[config.mk]
export PLATFORM = sky130hd
export DESIGN_NAME = effective_address_unit
export DESIGN_NICKNAME = d
export VERILOG_FILES = /design/src/rtl/ea_unit_pkg.sv /design/src/rtl/effective_address_unit.sv
export SDC_FILE = /design/constraint.sdc
export NUM_CORES = 1
export LEC_CHECK = 0
export ABC_AREA = 1
export BUFFER_PORTS_ARGS = -buffer_cell sky130_fd_sc_hd__buf_2
export CAP_MARGIN = 10
export CORE_MARGIN = 5
export CORE_UTILIZATION = 40
export DETAILED_ROUTE_END_ITERATION = 10
export SETUP_SLACK_MARGIN = 0.2
export SYNTH_ARGS = -nofsm -noshare
export SYNTH_HDL_FRONTEND = slang
export SYNTH_SLANG_ARGS = --single-unit
[constraint.sdc]
create_clock -name i_clk_sys -period 5.15 [get_ports i_clk_sys]
set_clock_uncertainty 0.1 [all_clocks]
set_input_delay 0 -clock i_clk_sys [delete_from_list [all_inputs] [get_ports i_clk_sys]]
set_output_delay 0 -clock i_clk_sys [all_outputs]
set_load 0.02 [all_outputs]
[src/rtl/ea_unit_pkg.sv]
// Constants and types shared by the effective-address unit
package ea_unit_pkg;

  // Addressing modes
  typedef enum logic [3:0] {
    MODE_REG_DIRECT,
    MODE_REG_INDIRECT,
    MODE_DISP16,
    MODE_POST_INC,
    MODE_PRE_DEC,
    MODE_ABS8,
    MODE_ABS16,
    MODE_IMM8,
    MODE_IMM16,
    MODE_PC_REL,
    MODE_MEM_INDIRECT,
    MODE_NONE
  } ea_mode_t;

  // Instruction classes that constrain the legal modes
  typedef enum logic [3:0] {
    CLS_MOVE_BYTE,
    CLS_MOVE_WORD,
    CLS_ARITH_BYTE,
    CLS_ARITH_BYTE_IMM,
    CLS_ARITH_WORD,
    CLS_SMALL_ADDSUB,
    CLS_MUL_DIV,
    CLS_BIT_OP,
    CLS_BIT_OP_REGNUM,
    CLS_BRANCH_REL,
    CLS_JUMP,
    CLS_FLAG_PUSH,
    CLS_FLAG_POP
  } ins_class_t;

  // Sequencer states
  typedef enum logic [1:0] {
    ST_IDLE,
    ST_READ_PTR,
    ST_DONE
  } ea_state_t;

  // Fixed page values for short addresses
  localparam logic [7:0]  ABS8_PAGE     = 8'hff;
  localparam logic [7:0]  INDIRECT_PAGE = 8'h00;
  // Step sizes for auto increment and decrement
  localparam logic [15:0] STEP_BYTE     = 16'h0001;
  localparam logic [15:0] STEP_WORD     = 16'h0002;
  // Small add and subtract immediates
  localparam logic [15:0] SMALL_IMM_ONE = 16'h0001;
  localparam logic [15:0] SMALL_IMM_TWO = 16'h0002;
  // Bit-number field position within its byte
  localparam int          BITNUM_LSB    = 4;
  localparam int          BITNUM_WIDTH  = 3;
  // Reset values
  localparam logic [15:0] ADDR_RESET    = 16'h0000;

endpackage : ea_unit_pkg

[src/rtl/effective_address_unit.sv]
// Effective-address generation and memory operand formatting
`timescale 1ns/1ps
module effective_address_unit
  import ea_unit_pkg::*;
(
  // Clock and reset
  input  wire logic        i_clk_sys,
  input  wire logic        i_resetn,
  // Request from decode stage
  input  wire logic        i_req,           // One-cycle start pulse
  input  wire ea_mode_t    i_mode,          // Addressing mode
  input  wire ins_class_t  i_class,         // Instruction class
  input  wire logic        i_small_two,     // Small add/sub uses two
  input  wire logic        i_bitnum_byte4,  // Bit number in fourth byte
  input  wire logic [7:0]  i_byte2,         // Second instruction byte
  input  wire logic [7:0]  i_byte3,         // Third instruction byte
  input  wire logic [7:0]  i_byte4,         // Fourth instruction byte
  input  wire logic [15:0] i_reg_value,     // Selected register contents
  input  wire logic [15:0] i_pc,            // Program counter
  input  wire logic [7:0]  i_flags,         // Flag register for a push
  // Code fetch alignment request
  input  wire logic        i_fetch_req,     // Fetch address valid
  input  wire logic [15:0] i_fetch_addr,    // Raw fetch address
  // Memory read answer for pointer fetch
  input  wire logic        i_mem_ack,       // Read data valid
  input  wire logic [15:0] i_mem_rdata,     // Big-endian word read
  // Results to memory and fetch bus
  output logic             o_done,          // Result valid pulse
  output logic             o_illegal,       // Mode not allowed pulse
  output logic             o_mem_access,    // Result addresses memory
  output logic [15:0]      o_addr,          // Operand or branch address
  output logic             o_is_branch,     // Address is a branch target
  output logic             o_word,          // Operand is a word
  output logic [15:0]      o_imm,           // Immediate operand
  output logic [2:0]       o_bitnum,        // Bit position
  output logic             o_reg_wide,      // Register field is 16-bit
  output logic             o_reg_we,        // Write back updated register
  output logic [15:0]      o_reg_new,       // Updated register value
  output logic [15:0]      o_push_data,     // Formatted flag word
  output logic [7:0]       o_pop_flags,     // Restored flag byte
  output logic             o_ptr_rd,        // Pointer read request
  output logic [15:0]      o_ptr_addr,      // Pointer read address
  output logic             o_fetch_valid,   // Aligned fetch valid
  output logic [15:0]      o_fetch_addr     // Aligned fetch address
);

  // Odd addresses are rounded down, not trapped;
  // software relying on an odd word sees the one before.
  // Shared by words, fetches and branch targets
  // Clear bit zero of a word address
  function automatic logic [15:0] align_even(input logic [15:0] a);
    align_even = {a[15:1], 1'b0};
  endfunction : align_even

  // Only memory indirect takes more than one cycle;
  // every other mode answers on the next edge
  // Sequencer state
  ea_state_t   state_reg;             // Current state
  ea_state_t   state_next;            // Next state
  // Kept while a pointer read is outstanding
  // Latched request
  logic [15:0] addr_reg;              // Held pointer address
  logic        word_reg;              // Held size

  // Decoding is combinational from the request inputs,
  // which need only stand in the cycle of i_req
  // Decoded per-class properties
  wire logic   cls_is_word;           // Class works on words
  wire logic   cls_wide_reg;          // Register field selects 16 bits
  wire logic   mode_ok;               // Mode legal for class
  wire logic   is_branch;             // Result is a branch target
  wire logic   is_mem;                // Result addresses memory
  wire logic   step_mode;             // Auto increment or decrement
  wire logic [15:0] step;             // Step size
  wire logic [15:0] disp_sext;        // Sign-extended branch offset
  wire logic [15:0] raw_addr;         // Address before alignment
  wire logic [15:0] final_addr;       // Address after alignment
  wire logic [15:0] imm_val;          // Immediate value
  wire logic [15:0] reg_new;          // Register after step
  wire logic [7:0]  bit_src;          // Byte carrying bit number
  logic        mode_ok_c;             // Table output

  // Size sets the auto step and the alignment
  // Word-sized classes
  assign cls_is_word  = (i_class == CLS_MOVE_WORD) || (i_class == CLS_FLAG_PUSH)
                     || (i_class == CLS_FLAG_POP);
  // Register width follows the class, not the mode
  // Wide register selection for word operations
  assign cls_wide_reg = (i_class == CLS_MOVE_WORD) || (i_class == CLS_ARITH_WORD)
                     || (i_class == CLS_SMALL_ADDSUB) || (i_class == CLS_MUL_DIV);

  // Refuse rather than guess: a mode outside its class
  // gives the illegal pulse and leaves data outputs alone,
  // so a stale address is never taken for a fresh one.
  // Flag stacking uses the stack modes and is word sized,
  // so the stack pointer never goes odd
  // Legal mode table; each class allows only a subset
  always_comb begin
    case (i_class)
      // Short absolute yes, long immediate no
      // Byte moves: all but relative, memory indirect and long immediate
      CLS_MOVE_BYTE: begin
        mode_ok_c = !(i_mode inside {MODE_PC_REL, MODE_MEM_INDIRECT, MODE_IMM16,
                                     MODE_NONE});
      end
      // Long immediate kept
      // Word moves: all but relative, memory indirect and short absolute
      CLS_MOVE_WORD: begin
        mode_ok_c = !(i_mode inside {MODE_PC_REL, MODE_MEM_INDIRECT, MODE_ABS8,
                                     MODE_NONE});
      end
      // Register width comes from the class table
      // Plain arithmetic on registers
      CLS_ARITH_BYTE, CLS_ARITH_WORD, CLS_SMALL_ADDSUB, CLS_MUL_DIV: begin
        mode_ok_c = (i_mode == MODE_REG_DIRECT);
      end
      // Byte arithmetic and logic also with short immediate
      CLS_ARITH_BYTE_IMM: begin
        mode_ok_c = (i_mode == MODE_REG_DIRECT) || (i_mode == MODE_IMM8);
      end
      // Bit number source leaves operand modes alone
      // Bit operations
      CLS_BIT_OP, CLS_BIT_OP_REGNUM: begin
        mode_ok_c = i_mode inside {MODE_REG_DIRECT, MODE_REG_INDIRECT, MODE_ABS8};
      end
      // Reach set by the signed byte; evenness is the code's
      // Relative branches
      CLS_BRANCH_REL: begin
        mode_ok_c = (i_mode == MODE_PC_REL);
      end
      // No displacement or auto modes for jumps
      // Jumps: indirect, long absolute, memory indirect
      CLS_JUMP: begin
        mode_ok_c = i_mode inside {MODE_REG_INDIRECT, MODE_ABS16,
                                   MODE_MEM_INDIRECT};
      end
      // Push below the stack, pop from it
      // Flag stacking through the stack register
      CLS_FLAG_PUSH: begin
        mode_ok_c = (i_mode == MODE_PRE_DEC);
      end
      // Pop mirrors the push
      CLS_FLAG_POP: begin
        mode_ok_c = (i_mode == MODE_POST_INC);
      end
      default: begin
        mode_ok_c = 1'b0;
      end
    endcase
  end
  // Table result for sequencer and result block
  assign mode_ok = mode_ok_c;

  // Adders wrap at 16 bits; an offset past the top
  // rolls over to the bottom and needs no carry out.
  // Sign extension copies bit seven upward.
  // Pre-decrement addresses the new value,
  // post-increment the old one
  // Address source selection
  assign disp_sext = {{8{i_byte2[7]}}, i_byte2};
  assign step      = cls_is_word ? STEP_WORD : STEP_BYTE;
  assign step_mode = (i_mode == MODE_POST_INC) || (i_mode == MODE_PRE_DEC);
  assign reg_new   = (i_mode == MODE_POST_INC) ? i_reg_value + step
                                               : i_reg_value - step;
  assign raw_addr  = (i_mode == MODE_DISP16) ? i_reg_value + {i_byte3, i_byte4}
                   : (i_mode == MODE_PRE_DEC) ? reg_new
                   : (i_mode == MODE_ABS8)    ? {ABS8_PAGE, i_byte2}
                   : (i_mode == MODE_ABS16)   ? {i_byte3, i_byte4}
                   : (i_mode == MODE_PC_REL)  ? i_pc + disp_sext
                   : i_reg_value;
  // Branch classes never address data
  assign is_branch = (i_class == CLS_BRANCH_REL) || (i_class == CLS_JUMP);
  assign is_mem    = !is_branch && (i_mode inside {MODE_REG_INDIRECT, MODE_DISP16,
                     MODE_POST_INC, MODE_PRE_DEC, MODE_ABS8, MODE_ABS16});
  // Byte operands keep bit zero
  // Words and branch targets land on even addresses
  assign final_addr = (cls_is_word || is_branch) ? align_even(raw_addr)
                                                 : raw_addr;
  // Small add and subtract have no immediate field;
  // one opcode bit, i_small_two, picks 1 or 2
  // Immediate value selection
  assign imm_val = (i_class == CLS_SMALL_ADDSUB)
                   ? (i_small_two ? SMALL_IMM_TWO : SMALL_IMM_ONE)
                 : (i_mode == MODE_IMM16) ? {i_byte3, i_byte4}
                 : {8'h00, i_byte2};
  // Register-held bit numbers are left to execution;
  // only the immediate form is decoded here
  // Bit number from second or fourth byte
  assign bit_src = i_bitnum_byte4 ? i_byte4 : i_byte2;

  // Two working states; the two spare codes, ST_DONE included, fall to idle
  // through the default branch, so a bad state
  // recovers on the next edge instead of hanging
  // Sequencer next state
  always_comb begin
    state_next = state_reg;
    case (state_reg)
      // Idle until a legal request arrives
      // Memory indirect needs a pointer read first
      ST_IDLE: begin
        if (i_req && mode_ok && (i_mode == MODE_MEM_INDIRECT)) begin
          state_next = ST_READ_PTR;
        end
      end
      // No limit on latency; the bus must answer
      // Wait for the pointer word
      ST_READ_PTR: begin
        if (i_mem_ack) begin
          state_next = ST_IDLE;
        end
      end
      default: begin
        state_next = ST_IDLE;
      end
    endcase
  end

  // Synchronous reset, like every register here
  // State register
  always_ff @(posedge i_clk_sys) begin
    if (!i_resetn) begin
      state_reg <= ST_IDLE;
    end else begin
      state_reg <= state_next;
    end
  end

  // All outputs registered: clean levels one cycle after the request,
  // or one cycle after the pointer answer for memory indirect. Pulses default low each edge.
  // A request during a pointer read is dropped
  // silently; decode must wait for done
  // Result outputs; pulses last one cycle
  always_ff @(posedge i_clk_sys) begin
    if (!i_resetn) begin
      // Outputs and held state return to zero
      o_done      <= 1'b0;
      o_illegal   <= 1'b0;
      o_mem_access<= 1'b0;
      o_addr      <= ADDR_RESET;
      o_is_branch <= 1'b0;
      o_word      <= 1'b0;
      o_imm       <= 16'h0000;
      o_bitnum    <= 3'h0;
      o_reg_wide  <= 1'b0;
      o_reg_we    <= 1'b0;
      o_reg_new   <= 16'h0000;
      o_push_data <= 16'h0000;
      o_pop_flags <= 8'h00;
      o_ptr_rd    <= 1'b0;
      o_ptr_addr  <= ADDR_RESET;
      // Held pointer request
      word_reg    <= 1'b0;
      addr_reg    <= ADDR_RESET;
    end else begin
      // Pulses low unless set below
      o_done    <= 1'b0;
      o_illegal <= 1'b0;
      o_reg_we  <= 1'b0;
      o_ptr_rd  <= 1'b0;
      // New request, taken with no pointer read pending
      if (state_reg == ST_IDLE && i_req) begin
        if (!mode_ok) begin
          // Refuse modes outside the class subset
          o_illegal <= 1'b1;
        end else if (i_mode == MODE_MEM_INDIRECT) begin
          // Pointer sits in page zero, read as a word
          o_ptr_rd   <= 1'b1;
          o_ptr_addr <= align_even({INDIRECT_PAGE, i_byte2});
          addr_reg   <= align_even({INDIRECT_PAGE, i_byte2});
          word_reg   <= 1'b1;
        end else begin
          // Single-cycle answer; the push word is formed
          // and stored on every single-cycle answer, not only a flag push,
          // and write-back happens only in the auto modes
          o_done       <= 1'b1;
          o_addr       <= final_addr;
          o_mem_access <= is_mem;
          o_is_branch  <= is_branch;
          o_word       <= cls_is_word;
          o_imm        <= imm_val;
          o_bitnum     <= bit_src[BITNUM_LSB +: BITNUM_WIDTH];
          o_reg_wide   <= cls_wide_reg;
          o_reg_we     <= step_mode;
          o_reg_new    <= reg_new;
          o_push_data  <= {i_flags, i_flags};
        end
      // Pointer answer closes the indirect request
      end else if (state_reg == ST_READ_PTR && i_mem_ack) begin
        // Size is the held word size; width is narrow, as for a jump
        // Pointer word becomes the even branch target
        o_done       <= 1'b1;
        o_addr       <= align_even(i_mem_rdata);
        o_is_branch  <= 1'b1;
        o_mem_access <= 1'b0;
        o_word       <= word_reg;
        o_reg_wide   <= 1'b0;
      end
      // Any read answer refreshes the restored flags;
      // the odd byte copy is ignored on purpose
      // Restored flags come from the even (upper) byte only
      if (i_mem_ack) begin
        o_pop_flags <= i_mem_rdata[15:8];
      end
    end
  end

  // Fetch path runs beside the decoder, never stalls;
  // it rounds down and delays by one cycle
  // Code fetch alignment path
  always_ff @(posedge i_clk_sys) begin
    if (!i_resetn) begin
      o_fetch_valid <= 1'b0;
      o_fetch_addr  <= ADDR_RESET;
    end else begin
      // Valid follows the request one cycle late
      o_fetch_valid <= i_fetch_req;
      o_fetch_addr  <= align_even(i_fetch_addr);
    end
  end

endmodule : effective_address_unit

==> metrics.txt, run 1 <==
status=finished, final reports clean; initial core utilization=40.8%; P_int=between 1000 and 1500 uW; PD cells=228 nW/um^2; DRT iter0 DRCs=624; mux share of post-synthesis cell area=0%; RSZ-0062 raised after global routing=false; post-route setup TNS=0 ns; CP required=between 5 and 6 ns; Net Sw Frac=35.9%; largest net degree at the start of global routing=58; share of post-route cells with drive strength above 1=roughly 18%; cells taking the most area after synthesis=dfxtp_1 (27%), nand2_1 (18%), ha_1 (7.6%); HP Class=input port to flip-flop; number of global-route vias before repair=between 7,000 and 8,000; reg2reg setup slack=2.55 ns; Worst-Margin Slew=1.00 ns; Syn Std Cell Area=approximately 7400 um^2; Seq pwr share=38.0%; critical path class=input port to flip-flop; total congestion overflow=0; Final Cycle Share=67.9%; met3 usage=about 5%; cell taking the most area after synthesis=dfxtp_1; Port Buffers=214; Hold Path Origin=i_byte4[4]; Core ar.=18,100 um^2; CP Capture Type=flip-flop; fin util=a little over half; asr flop ratio synth=0%; CTS tree=built; Area growth, synth to finish=28.3%; crit path launch type=input port; number of flops mapped to enable cells by yosys=0; Clock Power Share=31.6%; drt wl/cell=15.6 um; Root Buffer=clkbuf_16; worst path cell trace=dlygate4sd3_1 -> buf_2 -> inv_1 -> nand2_1 -> nor2_1 -> nor3_1 -> ha_1 -> inv_1 -> fa_1 -> o21ai_0 -> nand2_1 -> nand2_1 -> nand2_1 -> nand3_1 -> nand3_1 -> nand2_1 -> inv_1 -> nand2_1 -> nand3_1 -> nand2_1 -> nand2_1; Yosys top cell area share=a little over a quarter; antenna viol nets, final=0; GRT Resource Usage Total=24.4%; simple-gate share of the synthesized area=35.5%; Lkg Pwr=0.00500 uW; cts bufs inserted=9; synthesized area per cell=6.15 um^2; clock buffer depth=2; endpoints failing setup=0; Post-Syn Instances=1,201; Net Sw Power=775 uW; total number of vias=about 8,400; I/O Pins=roughly 230; GRT met2 Usage=41.5%; FF+latch count, synth=100; Yosys warnings=0; largest family of logic cells by synthesized area=simple AND/OR/NAND/NOR gates; Synth top cells by count=nand2_1 (356), inv_1 (133), nor2_1 (125), a21oi_1 (111), dfxtp_1 (100); Worst path slowest cell=dlygate4sd3_1; worst-path fanout max=6; hold_ws=0.0208 ns; Crit path max-delay family=simple AND/OR/NAND/NOR gates; htree depth=3; post-DP HPWL=between 20,000 and 25,000 um; unique cell type count in the Yosys netlist=42; First-pass DRT Iterations=5; DRC=0; Fmax=0.286 GHz; antenna cells=0; Die Y-Extent=roughly 150 um; Largest regs=o_addr (16), o_imm (16), o_reg_new (16); site row count=49; die span in x=146 um; Layout Nets=1,612; gp weighted congestion=0.925; Worst slew margin=between 30% and 40%; CP bufs+invs=5; Crit path arrival time=about 3.7 ns; Synth Area in XOR/XNOR=2.37%; initial antenna violation count=1; combinational fraction of design power=30.4%; RR Startpoint=state_reg[0]; CP max stage delay=0.52 ns; Die ar.=21,300 um^2; MaxCap Viol Count=0; met1 Resource Use GR=31.7%; sequential-to-total area share from yosys stat=a little over a quarter; Resize count post-CTS=0; Peak VDD IR=0.157 mV; WL final=26,400 um; final hold vios=0; compound-gate portion of the synthesized area=15.4%; most frequent cell after synthesis=nand2_1; CP dominant cell by count=nand2_1; Most Used Layer, Global Route=met2; Worst setup startpoint=i_class[2]; Clock transition at path regs=0.07 ns; adder-cell share of the synthesized area=8.44%; Clk Latency, worst-skew pair=0.35 ns; CTS sink cnt=100; Tmin final=3.50 ns; Most used DFF post-synth=dfxtp_1; global-route wire length before repair=42,200 um; Slew Viols, Final=0; vias per cell=between 5 and 6
[metal layers]
metal	wire, um	vias to the layer above
met5	13	-
li1	-	4348
met1	11500	3766
met3	1840	33
met4	529	2
met2	12500	294
[cell usage in the layout (no fill, tap or decap), types with 6 or more instances in the layout]
master / n
dfxtp_1: 100
nor3_1: 9
dlygate4sd3_1: 67
nand3b_1: 6
inv_1: 133
nor2_1: 125
xor2_1: 11
ha_1: 45
nand4_1: 12
o21ai_1: 8
buf_2: 214
inv_2: 7
o21ai_0: 75
conb_1: 10
a21oi_1: 111
nand3_1: 91
nand2_1: 356
xnor2_1: 9
clkbuf_16: 9
[what timing repair did]
action,CTS,global route
hold buffers,67,0
endpoints found under the setup margin,0,0
setup buffers,0,0
endpoints found under the hold margin,67,0
[worst paths after layout]
| check | endpoint | depth (start not counted) |
|---|---|---|
| min reg2reg | o_ptr_addr[1] | 2 |
| max reg2reg | o_addr[7] | 11 |
| max | o_addr[14] | 21 |
| min | o_imm[4] | 5 |
[worst min-delay path, cell delays in order]
cell and delay (ns):
buf_2 0.14, nor2_1 0.11, a21oi_1 0.05, nand3_1 0.08
a21oi_1 0.06
[cells by family (layout without fill, tap and decap cells)]
kind of cell	Yosys count	after routing
DFF	100	100
xor gates and xnor gates	20	20
other	1	10
AOI/OAI and AO/OA	216	216
adders and majority gates	48	48
buffers and inverters	195	443
and+or+nand+nor	621	621
[power by group through the flow]
| stage | Clock (uW) | Sequential, uW | Combinational [uW] |
|---|---|---|---|
| global route | 727 | 825 | 733 |
| detailed placement | 0 | 839 | 608 |
| floorplan | 0 | 882 | 370 |
| global placement | 0 | 838 | 607 |
| CTS | 703 | 821 | 652 |
| finish | 684 | 821 | 656 |
[layout make-up]
| class | instances | area, um^2 |
|---|---|---|
| inverter | 143 | 537 |
| clock buffer | 10 | 229 |
| timing repair buffer | 284 | 1760 |
| tap | 229 | 287 |
| multi-input combinational | 915 | 4590 |
| sequential | 100 | 2000 |
| fill | 1907 | 8620 |
| clock inverter | 6 | 61.3 |
[stage by stage]
stage / area, um^2 / cells / worst slack [ns] / total power (uW)
finish: 9470 / 1687 / 1.65 / 2160
CTS: 9470 / 1687 / 1.69 / 2180
floorplan: 7410 / 1210 / 2.80 / 1250
detailed placement: 8510 / 1604 / 1.88 / 1450
global placement: 8510 / 1604 / 1.89 / 1450
global route: 9470 / 1687 / 1.27 / 2280
Note: power is estimated with default switching activity, not from simulation.
==> inputs of run 2 (changes only) <==
- PLACE_DENSITY: not set -> 0.67
- clock period: 5.15 -> 2.9 ns (I/O delays scaled with it)
==> metrics.txt, run 2 (synthesis gave the netlist of run 1 again) <==
status=finished, final reports clean; Peak VDD IR=between 0.3 and 0.4 mV; fin util=a little over half; CP required=around 3.1 ns; DRC=0; filler instances=1,816; Worst setup startpoint=i_mode[3]; HP Class=input port to flip-flop; Cell Area, Placed=8670 um^2; Slew Viols, Final=0; CP Capture Type=flip-flop; CP bufs+invs=3; number of global-route vias before repair=roughly 8,300; CP Capture Point=o_addr[15]; Core ar.=18,100 um^2; Tmin final=2.48 ns; Pwr Total=3960 uW; final hold vios=0; commonest non-fill, non-tap cell in the layout=nand2_1; post-CTS setup buffer count=0; critical path class=input port to flip-flop; site row count=49; Port Buffers=214; die span in x=146 um; RR Startpoint=state_reg[0]; GRT Resource Usage Total=25.6%; Die Y-Extent=146 um; Reg2Reg Depth=10; Crit path arrival time=2.63 ns; clock buffer depth=2; post-route setup TNS=0 ns; DRT iter0 DRCs=554; share of post-route cells with drive strength above 1=18.8%; Worst-Margin Slew=0.830 ns; Crit path depth=15; MaxCap Viol Count=0; antenna viol nets, final=0; Cell Count, Final, Fillers Out=approximately 1,700; endpoints failing setup=0; CTS tree=built; Layout Nets=approximately 1,600; WL final=27,900 um; worst-path fanout max=14; First-pass DRT Iterations=6; crit path launch type=input port; initial antenna violation count=6; initial core utilization=40.8%; worst path cell trace=buf_2 -> nor2_1 -> inv_1 -> nor2_2 -> inv_1 -> ha_1 -> nand2_1 -> nor4_1 -> nand2_1 -> nand3_1 -> nand3_1 -> nand3_1 -> nand3_1 -> nand2_1 -> nand2_1; CTS sink cnt=100; Clock transition at path regs=0.10 ns; Seq. cell area=2000 um^2; Die ar.=21,300 um^2; Worst path slowest cell=ha_1; Fmax=0.403 GHz; global-route wire length before repair=43,900 um; Largest regs=o_addr (16), o_imm (16), o_reg_new (16); cts bufs inserted=9; RR Endpoint=o_addr[8]; PD cells=405 nW/um^2; Root Buffer=clkbuf_16; post-DP HPWL=21,400 um; Final Cycle Share=approximately 86%; Area growth, synth to finish=32.6%; most frequent cells in the layout=nand2_1 (356), buf_2 (214), inv_1 (133); drt wl/cell=16.2 um; design area=9790 um^2; Clk Latency, worst-skew pair=between 0.3 and 0.4 ns; area of the multi-input gates=4590 um^2; Lkg Pwr=just over 0.005 uW; Worst slew margin=44.6%; CP max stage delay=0.48 ns; largest net degree at the start of global routing=46; vias per cell=5.10; RSZ-0062 raised after global routing=false; Crit path max-delay family=simple AND/OR/NAND/NOR gates; total congestion overflow=0; gp weighted congestion=0.944; DP Cell Count=1,624; I/O Pins=227; total number of vias=slightly below 9,000; reg2reg setup slack=0.70 ns; htree depth=3
[run 2: report_power, final]
group          total, uW  switching [uW]  internal (uW)
clock network       1280             655            625
logic               1220             760            464
registers           1460            27.9           1430
[run 2: worst min path at each step]
stage | cells after the start | start | end | slack (ns)
2_1_floorplan | 2 | i_fetch_addr[10] | o_fetch_addr[10] | -0.002
3_3_place_gp | 3 | i_fetch_addr[5] | o_fetch_addr[5] | 0.08
3_5_place_dp | 3 | i_fetch_addr[10] | o_fetch_addr[10] | 0.09
4_1_cts | 5 | i_byte4[4] | o_imm[4] | 0.005
5_1_grt | 3 | i_resetn | o_fetch_addr[3] | 0.03
6_report | 5 | i_byte4[4] | o_imm[4] | 0.007
[run 2: area by class of cell]
class / count / share of cell area, %
multi-input combinational: 915 / 46.9
timing repair buffer: 317 / 21.0
sequential: 100 / 20.4
inverter: 143 / 5.48
tap: 229 / 2.93
clock buffer: 9 / 2.30
clock inverter: 7 / 0.882
antenna: 3 / 0.0767
[run 2: timing repair]
action                     in CTS  in global routing
setup endpoints to repair       0                  8
hold endpoints to repair       67                  0
hold buffers                   80                  0
resized for setup               0                  2
[run 2: through the flow]
stage | hold slack, ns | setup slack (ns)
floorplan | -0.00237 | 0.549
global placement | 0.0809 | 0.0898
detailed placement | 0.0859 | 0.0255
CTS | 0.00482 | 0.400
global route | 0.0267 | 0.205
finish | 0.00702 | 0.419
[run 2: worst reg2reg max path: stages, from the launching register on]
cell	delay [ns]
dfxtp_1	0.33
inv_1	0.06
nand2_1	0.30
clkinv_1	0.34
nand4_1	0.25
nand2_4	0.18
inv_2	0.16
nand2_4	0.15
nor2_1	0.18
nand2_1	0.07
nand2_1	0.05
[run 2: layer usage]
| layer | global-route usage (%) | part of all wire (%) |
|---|---|---|
| met4 | 9.35 | 3.1 |
| met1 | 32.5 | 43 |
| met2 | 42.8 | 46 |
| met5 | 0 | 0.12 |
| met3 | 5.64 | 7.9 |
